### config.mk
export PLATFORM = sky130hd
export DESIGN_NAME = bvs_boot_vector_select
export DESIGN_NICKNAME = d
export VERILOG_FILES = /design/src/bvs_pkg.sv /design/src/bvs_boot_vector_select.sv
export SDC_FILE = /design/constraint.sdc
export NUM_CORES = 1
export LEC_CHECK = 0
export ABC_AREA = 1
export BUFFER_PORTS_ARGS = -buffer_cell sky130_fd_sc_hd__buf_4
export CORE_MARGIN = 4
export CORE_UTILIZATION = 33
export DETAILED_ROUTE_END_ITERATION = 8
export GPL_TIMING_DRIVEN = 0
export PLACE_DENSITY = 0.82
export SLEW_MARGIN = 20
export SYNTH_ARGS = -nofsm -noshare
export SYNTH_HDL_FRONTEND = slang
export SYNTH_SLANG_ARGS = --single-unit
### constraint.sdc
create_clock -name CLK -period 0.9 [get_ports CLK]
set_input_delay 0.18 -clock CLK [delete_from_list [all_inputs] [get_ports CLK]]
set_output_delay 0.18 -clock CLK [all_outputs]
set_load 0.01 [all_outputs]
### src/bvs_pkg.sv
// Constants and types for the boot vector selector.
// Assumes a byte-wide code flash read port with a fixed read latency of one cycle.
// Summary of operation
// - The flash byte just below the lock byte is read as the loader signature byte.
// - A signature of A5 hex means a resident loader is present.
// - Any other signature value, erased included, means no loader.
// - With a loader present, every reset starts execution at the loader vector.
// - With no loader, every reset starts execution at address zero.
// - The loader lives in the last flash page, which stays erasable.
// - The running loader either stays in loader mode or leaves it on an exit, which keeps the start vector at the loader vector.
// - The loader talks on fixed pins: serial TX P0.4, RX P0.5; two-wire data P0.2, clock P0.3.
package bvs_pkg;
    localparam logic [15:0] BVS_LOCK_ADDR    = 16'hFBFF;
    localparam logic [15:0] BVS_SIG_ADDR     = BVS_LOCK_ADDR - 16'h0001;
    localparam logic [15:0] BVS_PAGE_BASE    = 16'hFA00;
    localparam logic [15:0] BVS_LOADER_VEC   = BVS_PAGE_BASE;
    localparam logic [15:0] BVS_RESET_VEC    = 16'h0000;
    localparam logic [7:0]  BVS_SIG_PRESENT  = 8'hA5;
    localparam logic [2:0]  BVS_PIN_UART_TX  = 3'h4;
    localparam logic [2:0]  BVS_PIN_UART_RX  = 3'h5;
    localparam logic [2:0]  BVS_PIN_TW_DATA  = 3'h2;
    localparam logic [2:0]  BVS_PIN_TW_CLK   = 3'h3;

    typedef enum logic [1:0] {
        BVS_ST_ADDR = 2'b00,
        BVS_ST_WAIT = 2'b01,
        BVS_ST_RUN  = 2'b10
    } bvs_state_t;
endpackage

### src/bvs_boot_vector_select.sv
// Boot vector selector: reads the loader signature after reset and steers the first fetch.
// Assumes flash returns FLASH_RDATA one cycle after FLASH_RD with FLASH_ADDR.
module bvs_boot_vector_select
    import bvs_pkg::*;
(
    // Clock and reset
    input  wire logic        CLK,
    input  wire logic        RST_N,
    // Code flash read port
    output logic [15:0]      FLASH_ADDR,
    output logic             FLASH_RD,
    input  wire logic [7:0]  FLASH_RDATA,
    // Core fetch control
    output logic             CORE_RUN,
    output logic [15:0]      START_VEC,
    output logic             LOADER_MODE,
    input  wire logic        LOADER_EXIT,
    // Loader pin routing on port 0
    input  wire logic        LOADER_TWO_WIRE,
    output logic [7:0]       P0_ROUTE_MASK
);

    // Sequencing state
    bvs_state_t  state_ff;
    bvs_state_t  nxt_state;

    // Flash read port registers
    logic [15:0] addr_ff;
    logic [15:0] nxt_addr;
    logic        rd_ff;
    logic        nxt_rd;

    // Boot decision registers
    logic        run_ff;
    logic        nxt_run;
    logic [15:0] vec_ff;
    logic [15:0] nxt_vec;
    logic        ldr_ff;
    logic        nxt_ldr;
    logic [7:0]  mask_ff;
    logic [7:0]  nxt_mask;

    // Presence test; an erased byte or any stray value means no loader
    function automatic logic sig_present(
        input logic [7:0] sig
    );
        sig_present = (sig == BVS_SIG_PRESENT);
    endfunction

    // A port-0 bit belongs to the loader when it is one of the variant's two pins
    function automatic logic pin_owned(
        input logic [2:0] bit_idx,
        input logic       two_wire
    );
        if (two_wire) begin
            pin_owned = (bit_idx == BVS_PIN_TW_DATA) || (bit_idx == BVS_PIN_TW_CLK);
        end else begin
            pin_owned = (bit_idx == BVS_PIN_UART_TX) || (bit_idx == BVS_PIN_UART_RX);
        end
    endfunction

    // First fetch address for a given presence decision
    function automatic logic [15:0] start_addr(
        input logic present
    );
        if (present) begin
            start_addr = BVS_LOADER_VEC;
        end else begin
            start_addr = BVS_RESET_VEC;
        end
    endfunction

    // Decoded conditions
    wire logic       sampled;
    wire logic       in_run;
    wire logic       found;
    wire logic       exit_req;
    wire logic [7:0] ldr_pins;

    assign sampled  = (state_ff == BVS_ST_WAIT);
    assign in_run   = (state_ff == BVS_ST_RUN);
    assign found    = sig_present(FLASH_RDATA);

    // An exit in the sample cycle is ignored: the fresh decision must win
    assign exit_req = ldr_ff && LOADER_EXIT && in_run;

    // Ownership is decoded per line so each port-0 bit has its own select
    genvar gi;
    generate
        for (gi = 0; gi < 8; gi++) begin : g_pin
            assign ldr_pins[gi] = pin_owned(3'(gi), LOADER_TWO_WIRE);
        end
    endgenerate

    // Sequencer: one cycle to present the address, one to take the byte
    always_comb begin
        case (state_ff)
            BVS_ST_ADDR: begin
                nxt_state = BVS_ST_WAIT;
            end
            BVS_ST_WAIT: begin
                nxt_state = BVS_ST_RUN;
            end
            BVS_ST_RUN: begin
                nxt_state = BVS_ST_RUN;
            end
            default: begin
                nxt_state = BVS_ST_ADDR;
            end
        endcase
    end

    // The signature is read once per reset; the address never moves
    assign nxt_addr = BVS_SIG_ADDR;
    assign nxt_rd   = 1'b0;

    // Core is held off until the vector is settled, so no fetch precedes the sample
    assign nxt_run  = run_ff || sampled;
    assign nxt_vec  = sampled ? start_addr(found) : vec_ff;

    // Loader mode is set only by the sample and left only by an exit request
    always_comb begin
        if (sampled) begin
            nxt_ldr = found;
        end else if (exit_req) begin
            nxt_ldr = 1'b0;
        end else begin
            nxt_ldr = ldr_ff;
        end
    end

    // Pins are claimed only while the loader owns them
    always_comb begin
        if (sampled) begin
            nxt_mask = found ? ldr_pins : 8'h00;
        end else if (exit_req) begin
            nxt_mask = 8'h00;
        end else begin
            nxt_mask = mask_ff;
        end
    end

    always_ff @(posedge CLK or negedge RST_N) begin
        if (!RST_N) begin
            state_ff <= BVS_ST_ADDR;
        end else begin
            state_ff <= nxt_state;
        end
    end

    // Address is a flop so the port comes straight from a register
    always_ff @(posedge CLK or negedge RST_N) begin
        if (!RST_N) begin
            addr_ff <= BVS_SIG_ADDR;
        end else begin
            addr_ff <= nxt_addr;
        end
    end

    // Read strobe stands through reset so the byte is ready at the first edge
    always_ff @(posedge CLK or negedge RST_N) begin
        if (!RST_N) begin
            rd_ff <= 1'b1;
        end else begin
            rd_ff <= nxt_rd;
        end
    end

    always_ff @(posedge CLK or negedge RST_N) begin
        if (!RST_N) begin
            run_ff <= 1'b0;
        end else begin
            run_ff <= nxt_run;
        end
    end

    always_ff @(posedge CLK or negedge RST_N) begin
        if (!RST_N) begin
            vec_ff <= BVS_RESET_VEC;
        end else begin
            vec_ff <= nxt_vec;
        end
    end

    always_ff @(posedge CLK or negedge RST_N) begin
        if (!RST_N) begin
            ldr_ff <= 1'b0;
        end else begin
            ldr_ff <= nxt_ldr;
        end
    end

    always_ff @(posedge CLK or negedge RST_N) begin
        if (!RST_N) begin
            mask_ff <= 8'h00;
        end else begin
            mask_ff <= nxt_mask;
        end
    end

    // Outputs
    assign FLASH_ADDR    = addr_ff;
    assign FLASH_RD      = rd_ff;
    assign CORE_RUN      = run_ff;
    assign START_VEC     = vec_ff;
    assign LOADER_MODE   = ldr_ff;
    assign P0_ROUTE_MASK = mask_ff;

endmodule

# Word level (Yosys, flattened, before mapping)
# Cells that the tools add are included.
[totals]
regBits = 29
input_bits = 12
output_inout_bits = 43
elab_cells = 24
[classes]
eq_ne = 3
mux = 9
n_reduce_logical = 6
[op_table]
columns = ["operator", "n"]
rows = [
  ["16-bit two-way mux", 1],
  ["8-bit two-way mux", 2],
  ["8-bit equality test (second input constant)", 1],
  ["6-bit two-way mux", 1],
  ["1-bit two-way mux", 4],
  ["2-bit case mux with 2 select lines", 1],
  ["2-bit by 1-bit equality test with 1-bit output (second input constant)", 1],
  ["2-bit equality test (second input constant)", 1],
  ["1-bit logical AND", 2],
  ["2-bit zero test", 1],
  ["2-bit nonzero test", 1],
  ["2-bit OR reduction", 1],
  ["1-bit logical OR", 1],
]

# Depth between registers and ports, before layout
# Gate-level depths: netlist (run 1).
[logic_depth]
ltp_word = 4
depth_mapped = 7
depth_no_buf = 7

# Worst setup path before layout (run 1)
# Ideal clock, no wire load.
[synth_path]
path_type = "register to register"
startpoint = "register state_ff[1]"
endpoint = "register ldr_ff, in the netlist LOADER_MODE"
setup_ns = 0.066
arrival_ns = 0.910
required_time_ns = 0.834
slack_ns = -0.076
path_stages_with_launch = 7
n_path_buf = 0
period_less_slack_ns = 0.976
cell_sequence = "dfrtp_1 inv_1 ha_1 nand2_1 nor2_2 nand3_1 nand2_1"
[synth_via]
elab_chain_cells = 3
elab_cells_between_ends = 5
cone_classes = "2 x eq/ne; 1 x mux; 2 x reduce/logical"
[synth_lines]
columns = ["item", "line_no", "source"]
rows = [
  ["from (decl)", "bvs_boot_vector_select.sv:24", "bvs_state_t state_ff;"],
  ["from (signal assigned)", "bvs_boot_vector_select.sv:147", "state_ff <= nxt_state;"],
  ["2-bit equality test", "bvs_boot_vector_select.sv:81", "assign in_run = (state_ff == BVS_ST_RUN);"],
  ["1-bit logical AND", "bvs_boot_vector_select.sv:85", "assign exit_req = ldr_ff && LOADER_EXIT && in_run;"],
  ["2-bit nonzero test (no line)", "-", ""],
  ["to (signal assigned)", "bvs_boot_vector_select.sv:189", "ldr_ff <= nxt_ldr;"],
  ["to (decl)", "bvs_boot_vector_select.sv:38", "logic ldr_ff;"],
]
# Parallel ways exist; a longest one is shown, timed or not.
# A chain may end at the register's enable or synchronous reset.

# Worst setup path in the final report (run 1)
[layout_path]
startpoint = "register vec_ff[14], in the netlist START_VEC[14]"
endpoint = "output START_VEC[14]"
[layout_lines]
columns = ["item", "line_no", "source"]
rows = [
  ["from (decl)", "bvs_boot_vector_select.sv:36", "logic [15:0] vec_ff;"],
  ["from (signal assigned)", "bvs_boot_vector_select.sv:181", "vec_ff <= nxt_vec;"],
  ["to (decl)", "bvs_boot_vector_select.sv:15", "output logic [15:0] START_VEC,"],
]
# No word-level cell between the ends.

==> run summary, run 1 <==
Vias: 572
Top Metal Used: met4
Placement row count: 15
Hold path depth: 3
Max-cap violations: 0
Mean Syn Cell Area: 8.38 sq um
DR vias/cell: 3.47
Critical path peak fanout: 7
WL/cell: 10.3 microns
Final instance area: 0.00118 sq mm
Initial Util: 0.357
Largest stage delay, worst path: 0.47 ns
Placed Cells: 154
CTS tree: built
Most used cell, CP: buf_6
Die width: 51.9 microns
Post-synth cell types: 12
Critical-path cell list: buf_6 -> buf_6
Final nets: 156
Commonest cells after routing, fill and taps aside: 46 x buf_4, 31 x conb_1, 21 x buf_6
HPWL Detailed: 1170 microns
Routed Antenna Nets: 0
Classification of the worst setup path: flop to output pin
First-pass GRT wire length: 2500 microns
Cell area after synthesis: 637 sq um
PnR worst setup slack: -0.266 ns
Max-slew violations: 0
Required time of the critical path: 0.72 ns
Clk_lat worst skew: 0.26 ns
Vias in the first global route: 570
Lkg Pwr: 0.675 nW
F_max: 0.857 GHz
Synth Warn #: 0
Synth top area share: 0.436
Clk_skew: 0.00533 ns
Unrepaired setup endpoints after global routing: true
DRT met1 WL: 483 microns
Clock Pin Slew Worst Setup and Hold Paths: 0.06 ns
Placed instance area: 957 sq um
Crit start category: flop
CTS Buffer Depth: 2
Reg2reg path depth: 7
Pre-antenna DRT Iters: 4
Met3 WL: 223 microns
Syn Inst Count: 76
Failing checks: negative setup slack
Routability-driven placement congestion ratio: 0.619
Core region area: 0.00178 sq mm
Fin cells: 165
Clk sinks: 8
PortBufs: 24
Die area: 0.00270 sq mm
Commonest non-fill, non-tap cell in the layout: buf_4
Slowest cell on crit path: dfrtp_2
Initial DRC count: 4
Share of post-route cells with drive strength above 1: 0.600
CTS buffer count: 3
Sequential area share after synthesis: 0.316
Pin count of the biggest net entering global routing: 9
# DRC: 0
Peak supply drop: 0.439 mV
DRT Wirelength: 1700 microns
HP Class: primary input to flop
FF+latch count, synth: 8
Antenna Cells: 0
Height of the die: 51.9 microns
Yosys top cell by area: buf_4
Final Util: 0.662
H-tree depth: 1
Pwr/cell area: 762 mW/mm^2
CTS root buf: clkbuf_4
Synth top area cells: buf_4 44%, dfrtp_1 28%, nand2_1 7.1%
GRT Overall Usage: 0.135
Layout area overhead: 85.5%
Worst setup EP type: output pin
Initial antenna violation count: 0
# setup viols final: 19
Final Hold Fails: 0
IO Pins: 55
WL met2: 908 microns
Status: finished with violations
Worst EP arrival: 0.99 ns
Min Tclk post-route: 1.17 ns
Grt ovf: 0
Final Cycle Share: 1.30
==> area by class of cell <==
class | instances | area, sq um
plain buffers | 37 | 304
clock buffers | 4 | 26.3
fillers | 140 | 602
inverters | 6 | 22.5
multi-input cells | 54 | 307
flip-flops and latches | 8 | 203
well taps | 25 | 31.3
repair buffers | 31 | 288
==> sequential cells by signal (all words and copies together), names as in the netlist <==
signal and cells:
CORE_RUN 1, FLASH_RD 1, LOADER_MODE 1, P0_ROUTE_MASK 2
START_VEC 1, state_ff 2
==> Yosys cell counts <==
master,count
dfrtp_1,7
buf_4,37
inv_1,6
nand2_1,12
dfstp_2,1
nand4_1,2
conb_1,2
nor2_2,2
or2_2,1
ha_1,3
nor2_1,1
nand3_1,2
==> report_power, final <==
group          total (mW)  internal [mW]  switching (mW)
clock network       0.298          0.170           0.128
logic               0.236          0.128           0.107
registers           0.366          0.365         0.00183
total               0.900          0.663           0.237
==> worst paths after layout <==
check	start	end	slack [ns]
min in group asynchronous	RST_N	LOADER_MODE	0.28
max in group asynchronous	RST_N	FLASH_RD	0.40
min reg2reg	P0_ROUTE_MASK[4]	P0_ROUTE_MASK[4]	0.59
max reg2reg	state_ff[0]	P0_ROUTE_MASK[4]	-0.13
min	LOADER_TWO_WIRE	P0_ROUTE_MASK[3]	0.19
max	START_VEC[14]	START_VEC[14]	-0.27
==> kinds of logic (layout without fill, tap and decap cells) <==
logic type	after synthesis	in the layout	share of synthesized area
flops	8	8	0.316
buf+inv	43	78	0.472
fa+ha+maj	3	3	0.0589
other cells	2	31	0.0118
simple gates	20	20	0.141
==> routing by layer <==
metal	track usage	up-vias
li1	-	286
met1	0.105	233
met2	0.249	45
met3	0.0516	8
met4	0.122	0
met5	0	-
==> metrics by stage <==
step / setup WS (ns) / hold WS (ns) / power, mW / setup TNS, ns
finish: -0.266 / 0.185 / 0.900 / -2.86
global route: -0.298 / 0.201 / 0.954 / -3.52
CTS: -0.270 / 0.178 / 0.903 / -2.90
detailed placement: -0.215 / 0.000122 / 0.585 / -0.927
global placement: -0.168 / -0.00191 / 0.583 / -0.701
floorplan: -0.0761 / -0.116 / 0.535 / -0.330
==> critical path: cells and delay by family (launching register included) <==
kind	cells	cell delay, ns
flops	1	0.47
buf+inv	2	0.25
==> what timing repair did <==
| item | CTS | global route |
|---|---|---|
| setup buffers | 6 | 1 |
| resized for setup | 36 | 1 |
| hold endpoints to repair | 8 | 0 |
| endpoints found under the setup margin | 18 | 19 |
| hold buffers | 1 | 0 |
| pin swaps | 10 | 6 |
No activity file was read; power rests on OpenSTA's default activity.
==> run 2: changes to the inputs <==
--- a/config.mk
+++ b/config.mk
@@ -5,7 +5,6 @@
 export SDC_FILE = /design/constraint.sdc
 export NUM_CORES = 1
 export LEC_CHECK = 0
-export ABC_AREA = 1
 export BUFFER_PORTS_ARGS = -buffer_cell sky130_fd_sc_hd__buf_4
 export CORE_MARGIN = 4
 export CORE_UTILIZATION = 33
==> run 2 against run 1 <==
  * Clock skew grew 0.0066 ns
  * Clock power is essentially flat
  * Sequential share of layout area grew 0.073 points
  * Clock-buffer cell count is the same
  * Cell count shrank 6.1%
  * The flow still finishes with violations (negative setup slack)
==> run summary, run 2 <==
CTS tree: built
Vias in the first global route: 493 (-14%)
Status: finished with violations
Sequential area share after synthesis: 0.321 (+0.00505)
Clk_lat worst skew: 0.26 ns (about the same)
Logic pwr share: 0.257 (-0.005)
HP Class: primary input to flop
Routability-driven placement congestion ratio: 0.731 (+18%)
IO Pins: 55 (unchanged)
Unrepaired setup endpoints after global routing: true
Synth Warn #: 0 (unchanged)
Simple-Gate Fraction of Synth Area: 0.0938 (-0.0476)
Worst setup EP type: output pin
First-pass GRT wire length: 2170 microns (-13%)
DRT Wirelength: 1460 microns (-14%)
Placement row count: 15 (unchanged)
CTS buffer count: 3 (unchanged)
CTS root buf: clkbuf_4
Seq pwr share: 0.409 (+0.002)
Initial DRC count: 6 (+2)
Initial Util: 0.355 (-0.00187)
PnR worst setup slack: -0.232 ns (+0.0340 ns)
Synth Area in XOR/XNOR: 0 (unchanged)
Height of the die: 51.6 microns (-0.66%)
Clk_skew: 0.0119 ns (+0.00662 ns)
EDFF count, synth: 0 (unchanged)
FF+latch count, synth: 8 (unchanged)
Final instance area: 0.00118 sq mm (-0.42%)
Max-cap violations: 0 (unchanged)
Clock Pin Slew Worst Setup and Hold Paths: 0.06 ns (about the same)
Yosys top cell by area: buf_4
Crit start category: flop
Post-synth cell types: 14 (+2)
Pwr/cell area: 761 mW/mm^2 (-0.15%)
Critical path peak fanout: 7 (unchanged)
Core region area: 0.00176 sq mm (-1.1%)
Die area: 0.00266 sq mm (-1.3%)
Antenna Cells: 0 (unchanged)
Int Power: 0.664 mW (+0.13%)
Switching share of power: 0.258 (-0.00522)
WL/cell: 9.45 microns (-8.1%)
Adder-cell share of the synthesized area: 0.0599 (+0.000941)
Max-slew violations: 0 (unchanged)
Synth Flop Type: dfrtp_1
Routed Antenna Nets: 0 (unchanged)
H-tree depth: 1 (unchanged)
Vias: 530 (-7.3%)
Layout area overhead: 87.6%
Setup TNS: -2.67 ns (+0.194 ns)
Initial antenna violation count: 0 (unchanged)
Commonest non-fill, non-tap cell in the layout: buf_4
Placed instance area: 988 sq um (+3.3%)
Cell area after synthesis: 627 sq um (-1.6%)
Most frequent cell after synthesis: buf_4
Lkg Pwr: 0.651 nW (-3.6%)
DR vias/cell: 3.42 (-1.4%)
Synth Area in Compound Gates: 0.0459 (+0.0459)
Synth top area cells: buf_4 44%, dfrtp_1 28%, ha_1 6.0%
CTS Buffer Depth: 2 (unchanged)
Clk sinks: 8 (unchanged)
Main combinational cell family by area after synthesis: buffers and inverters
Share of post-route cells with drive strength above 1: 0.646 (+0.0462)
Final Cycle Share: 1.26 (-0.0377)
Final nets: 146 (-6.4%)
GRT Overall Usage: 0.111 (-0.0237)
Synth top area share: 0.443 (+0.00696)
HPWL Detailed: 1090 microns (-6.8%)
F_max: 0.883 GHz (+3.0%)
Asr flop ratio synth: 1.00 (unchanged)
Failing checks: negative setup slack
Final Hold Fails: 0 (unchanged)
# DRC: 0 (unchanged)
Top post-synthesis cells by count: 37 x buf_4, 7 x dfrtp_1, 4 x inv_1, 4 x nand2_1, 3 x ha_1
# setup viols final: 19 (unchanged)
Pre-antenna DRT Iters: 4 (unchanged)
PortBufs: 24 (unchanged)
Switch Pwr: 0.231 mW (-2.5%)
Pin count of the biggest net entering global routing: 9 (unchanged)
Mean Syn Cell Area: 9.50 sq um (+13%)
Grt ovf: 0 (unchanged)
Share of total power in the clock network: 0.333 (+0.002)
Mux contribution to synthesized area: 0 (unchanged)
Peak supply drop: 0.461 mV (+5.0%)
Syn Inst Count: 66 (-13%)
Classification of the worst setup path: flop to output pin
Required time of the critical path: 0.72 ns (about the same)
Worst EP arrival: 0.95 ns (-0.04 ns)
Die width: 51.6 microns (-0.66%)
Commonest cells after routing, fill and taps aside: 46 x buf_4, 31 x conb_1, 21 x buf_6
Min Tclk post-route: 1.13 ns (-0.0340 ns)
-- run 2: cell count changes after synthesis, moves of 2 or more --
cell | before | now
inv_1 | 6 | 4
nand2_1 | 12 | 4
nand3_1 | 2 | 0
nand4_1 | 2 | 0
nor2_2 | 2 | 0
o21ai_2 | 0 | 2
-- run 2: area by class of cell --
| cell class | count | area, sq um |
|---|---|---|
| Timing Repair Buffer | 31 | 288 |
| Buffer | 37 | 304 |
| Sequential cell | 8 | 203 |
| Inverter | 4 | 15.0 |
| Fill cell | 157 | 588 |
| Tap cell | 25 | 31.3 |
| Clock buffer | 4 | 26.3 |
| Multi-Input combinational cell | 46 | 309 |
-- run 2: worst paths after layout --
check	start	endpoint	slack, ns	depth (start not counted)
setup reg to reg	state_ff[1]	P0_ROUTE_MASK[4]	-0.14	5
hold / removal	LOADER_TWO_WIRE	P0_ROUTE_MASK[4]	0.1	2
setup / recovery	START_VEC[14]	START_VEC[15]	-0.23	2
max in group asynchronous	RST_N	FLASH_RD	0.37	2
hold reg to reg	P0_ROUTE_MASK[4]	P0_ROUTE_MASK[4]	0.57	2
min in group asynchronous	RST_N	P0_ROUTE_MASK[3]	0.31	2
-- run 2: metrics by stage --
step | hold slack, ns | total power, mW | setup WS, ns | std cells | util
3_5_place_dp | 0.00326 | 0.588 | -0.120 | 144 | 0.560
4_1_cts | 0.0915 | 0.895 | -0.238 | 153 | 0.652
2_1_floorplan | -0.116 | 0.534 | -0.0600 | 95 | -
3_3_place_gp | -0.00179 | 0.586 | -0.0834 | 144 | 0.560
5_1_grt | 0.0912 | 0.955 | -0.263 | 155 | 0.667
6_report | 0.0984 | 0.895 | -0.232 | 155 | 0.667
-- run 2: repair_timing --
item,CTS,global route
gates resized for setup,23,3
endpoints found under the hold margin,8,0
hold buffers,1,0
endpoints found under the setup margin,18,19
setup buffers,4,2
pin swaps,6,4
-- run 2: power groups by stage --
stage	clock network, mW	registers [mW]	logic (mW)
after CTS	0.306	0.366	0.223
after floorplan	0	0.373	0.161
after detailed placement	0	0.372	0.216
after global routing	0.336	0.366	0.253
final	0.298	0.366	0.230
after global placement	0	0.372	0.214
-- run 2: worst max-delay path, stage by stage (launching register included) --
cell	delay, ns
dfrtp_2	0.46
buf_6	0.14
buf_6	0.11
-- run 2: cell families (layout without fill, tap and decap cells) --
family	count (synthesis)	in the layout
compound gates	4	4
fa+ha+maj	3	3
buf+inv	41	76
flops	8	8
other cells	2	31
simple gates	8	8
-- run 2: routing by layer --
| metal | up-vias | share of wire | track usage |
|---|---|---|---|
| met5 | - | 0 | 0 |
| met4 | 0 | 0 | 0.0524 |
| met3 | 0 | 0.11 | 0.0344 |
| met2 | 31 | 0.57 | 0.216 |
| met1 | 235 | 0.31 | 0.103 |
| li1 | 264 | - | - |
==> run 3: changes to the inputs <==
==> constraint.sdc (replaced) <==
create_clock -name CLK -period 0.98 [get_ports CLK]
set_input_delay 0.196 -clock CLK [delete_from_list [all_inputs] [get_ports CLK]]
set_output_delay 0.196 -clock CLK [all_outputs]
set_load 0.01 [all_outputs]
==> run 3 against run 2 <==
  * The flow still finishes with violations (negative setup slack)
  * Clock skew decreased by 0.0048 ns
  * Cell area decreased by 0.43%
  * Cell count unchanged
  * Hold slack improved by 0.020 ns
  * Critical path depth unchanged
  * Sequential share of layout area increased by 0.074 points
  * Die area unchanged
  * Non-clock buffer count unchanged
  * Via count decreased by 0.94%
  * Clock-buffer cell count unchanged
  * Sequential power decreased by 8.2%
  * Register-to-register slack improved by 0.05 ns
  * Critical endpoint is now START_VEC[14]
==> run summary, run 3 (synthesis results as in run 2) <==
Antenna Cells: 0 (unchanged)
# setup viols final: 18 (-1)
First-pass GRT wire length: 2390 microns (+10%)
Unrepaired setup endpoints after global routing: true
Core region area: 0.00176 sq mm (unchanged)
Largest stage delay, worst path: 0.47 ns (about the same)
Min Tclk post-route: 1.19 ns
Slowest cell on crit path: dfrtp_2
Final nets: 146 (unchanged)
Initial DRC count: 2 (-4)
Commonest cells after routing, fill and taps aside: 48 x buf_4, 31 x conb_1, 19 x buf_6
Crit path launch: START_VEC[14]
CTS root buf: clkbuf_4
Height of the die: 51.6 microns (unchanged)
DRT Wirelength: 1630 microns (+11%)
Placed instance area: 950 sq um (-3.9%)
Pin count of the biggest net entering global routing: 9 (unchanged)
FILL cells: 148 (-5.7%)
CTS buffer count: 3 (unchanged)
Failing checks: negative setup slack
# DRC: 0 (unchanged)
Crit start category: flop
F_max: 0.842 GHz
Vias: 525 (-0.94%)
WL/cell: 10.5 microns (+11%)
Initial Util: 0.355 (unchanged)
CTS tree: built
Crit path buffers/inverters: 2 (unchanged)
Peak supply drop: 0.344 mV (-25%)
GRT Overall Usage: 0.127 (+0.0160)
Setup TNS: -1.94 ns (+0.730 ns)
Final Hold Fails: 0 (unchanged)
Reg2Reg Capture Point: P0_ROUTE_MASK[3]
DR vias/cell: 3.39 (-0.94%)
Worst setup EP type: output pin
Clk sinks: 8 (unchanged)
H-tree depth: 1 (unchanged)
Routability-driven placement congestion ratio: 0.669 (-8.4%)
Final instance area: 0.00117 sq mm (-0.43%)
R2r setup slk: -0.09 ns (+0.05 ns)
Die area: 0.00266 sq mm (unchanged)
Commonest non-fill, non-tap cell in the layout: buf_4
Max-slew violations: 0 (unchanged)
Final Cycle Share: 1.21
Tot Pwr: 0.848 mW (-5.3%)
HPWL Detailed: 1170 microns (+6.6%)
Layout area overhead: 86.8%
Clk_skew: 0.00715 ns (-0.00480 ns)
Most used cell, CP: buf_6
HP Class: primary input to flop
Vias in the first global route: 502 (+1.8%)
Clock Pin Slew Worst Setup and Hold Paths: 0.07 ns (about the same)
Lkg Pwr: 0.649 nW (-0.31%)
Classification of the worst setup path: flop to output pin
Pre-antenna DRT Iters: 3 (-1)
Cell depth of the worst setup path: 2 (unchanged)
Worst reg2reg path startpoint: state_ff[1]
Worst EP arrival: 0.99 ns (+0.04 ns)
CTS Buffer Depth: 2 (unchanged)
Largest delay share family, worst path: flip-flops
Placement row count: 15 (unchanged)
Clk_lat worst skew: 0.27 ns (about the same)
Share of post-route cells with drive strength above 1: 0.654 (+0.00769)
Reg2reg path depth: 5 (unchanged)
Die width: 51.6 microns (unchanged)
IO Pins: 55 (unchanged)
PortBufs: 24 (unchanged)
Grt ovf: 0 (unchanged)
Initial antenna violation count: 0 (unchanged)
Status: finished with violations
Final Util: 0.664 (-0.00284)
Required time of the critical path: 0.78 ns (+0.06 ns)
PnR worst setup slack: -0.208 ns (+0.0242 ns)
Worst Setup EP: START_VEC[14]
Routed Antenna Nets: 0 (unchanged)
Pwr/cell area: 724 mW/mm^2 (-4.9%)
Max-cap violations: 0 (unchanged)
Critical-path cell list: buf_6 -> buf_6
Critical path peak fanout: 7 (unchanged)
-- run 3: cell counts in the layout (fill, tap and decap cells not counted) --
Identical to the previous run, type by type.
-- run 3: layout make-up --
class                   instances  area, sq um  share of cell area
multi-input cells              46          312               0.266
plain buffers                  37          304               0.260
repair buffers                 31          280               0.239
flip-flops and latches          8          203               0.173
well taps                      25         31.3              0.0267
clock buffers                   4         26.3              0.0224
inverters                       4         15.0              0.0128
-- run 3: per-layer routing --
layer	wire length (microns)	vias up	global-route usage
met5	0	-	0
met4	29	0	0.0786
met3	206	3	0.0544
met2	932	37	0.233
met1	463	222	0.113
li1	-	263	-
-- run 3: timing repair --
action,4_1_cts,5_1_grt
hold buffers,1,0
buffers inserted,3,3
resized for setup,29,3
setup endpoints to repair,17,18
pin swaps,7,4
endpoints found under the hold margin,8,0
-- run 3: worst min path at each step --
stage / end / cells after the start / start / slack, ns
floorplan: CORE_RUN / 0 / RST_N / -0.1
global placement: CORE_RUN / 1 / RST_N / 0.01
detailed placement: START_VEC[14] / 1 / RST_N / 0.02
CTS: P0_ROUTE_MASK[4] / 2 / LOADER_TWO_WIRE / 0.13
global route: P0_ROUTE_MASK[4] / 2 / LOADER_TWO_WIRE / 0.12
finish: P0_ROUTE_MASK[4] / 2 / LOADER_TWO_WIRE / 0.12
-- run 3: worst reg2reg max path, delay by kind of cell, from the launching register on --
kind                     cells  cell delay [ns]
AO/OA/AOI/OAI                2             0.24
flip-flops                   1             0.41
buffers and inverters        1             0.07
adder cells (fa/ha/maj)      1             0.19
AND/OR/NAND/NOR              1             0.09
-- run 3: report_power, final --
| group | leakage, nW | total, mW | switching, mW | internal (mW) |
|---|---|---|---|---|
| Combinational | 0.538 | 0.213 | 0.0938 | 0.119 |
| Clock | 0.0150 | 0.299 | 0.141 | 0.157 |
| Sequential | 0.0962 | 0.336 | 0.00161 | 0.334 |
-- run 3: per-stage QoR --
| step | instances | hold slack [ns] | setup WS (ns) |
|---|---|---|---|
| after CTS | 152 | 0.128 | -0.202 |
| final | 155 | 0.118 | -0.208 |
| after global routing | 155 | 0.121 | -0.244 |
| after detailed placement | 144 | 0.0209 | -0.100 |
| after floorplan | 95 | -0.0996 | 0.00578 |
| after global placement | 144 | 0.0135 | -0.0518 |
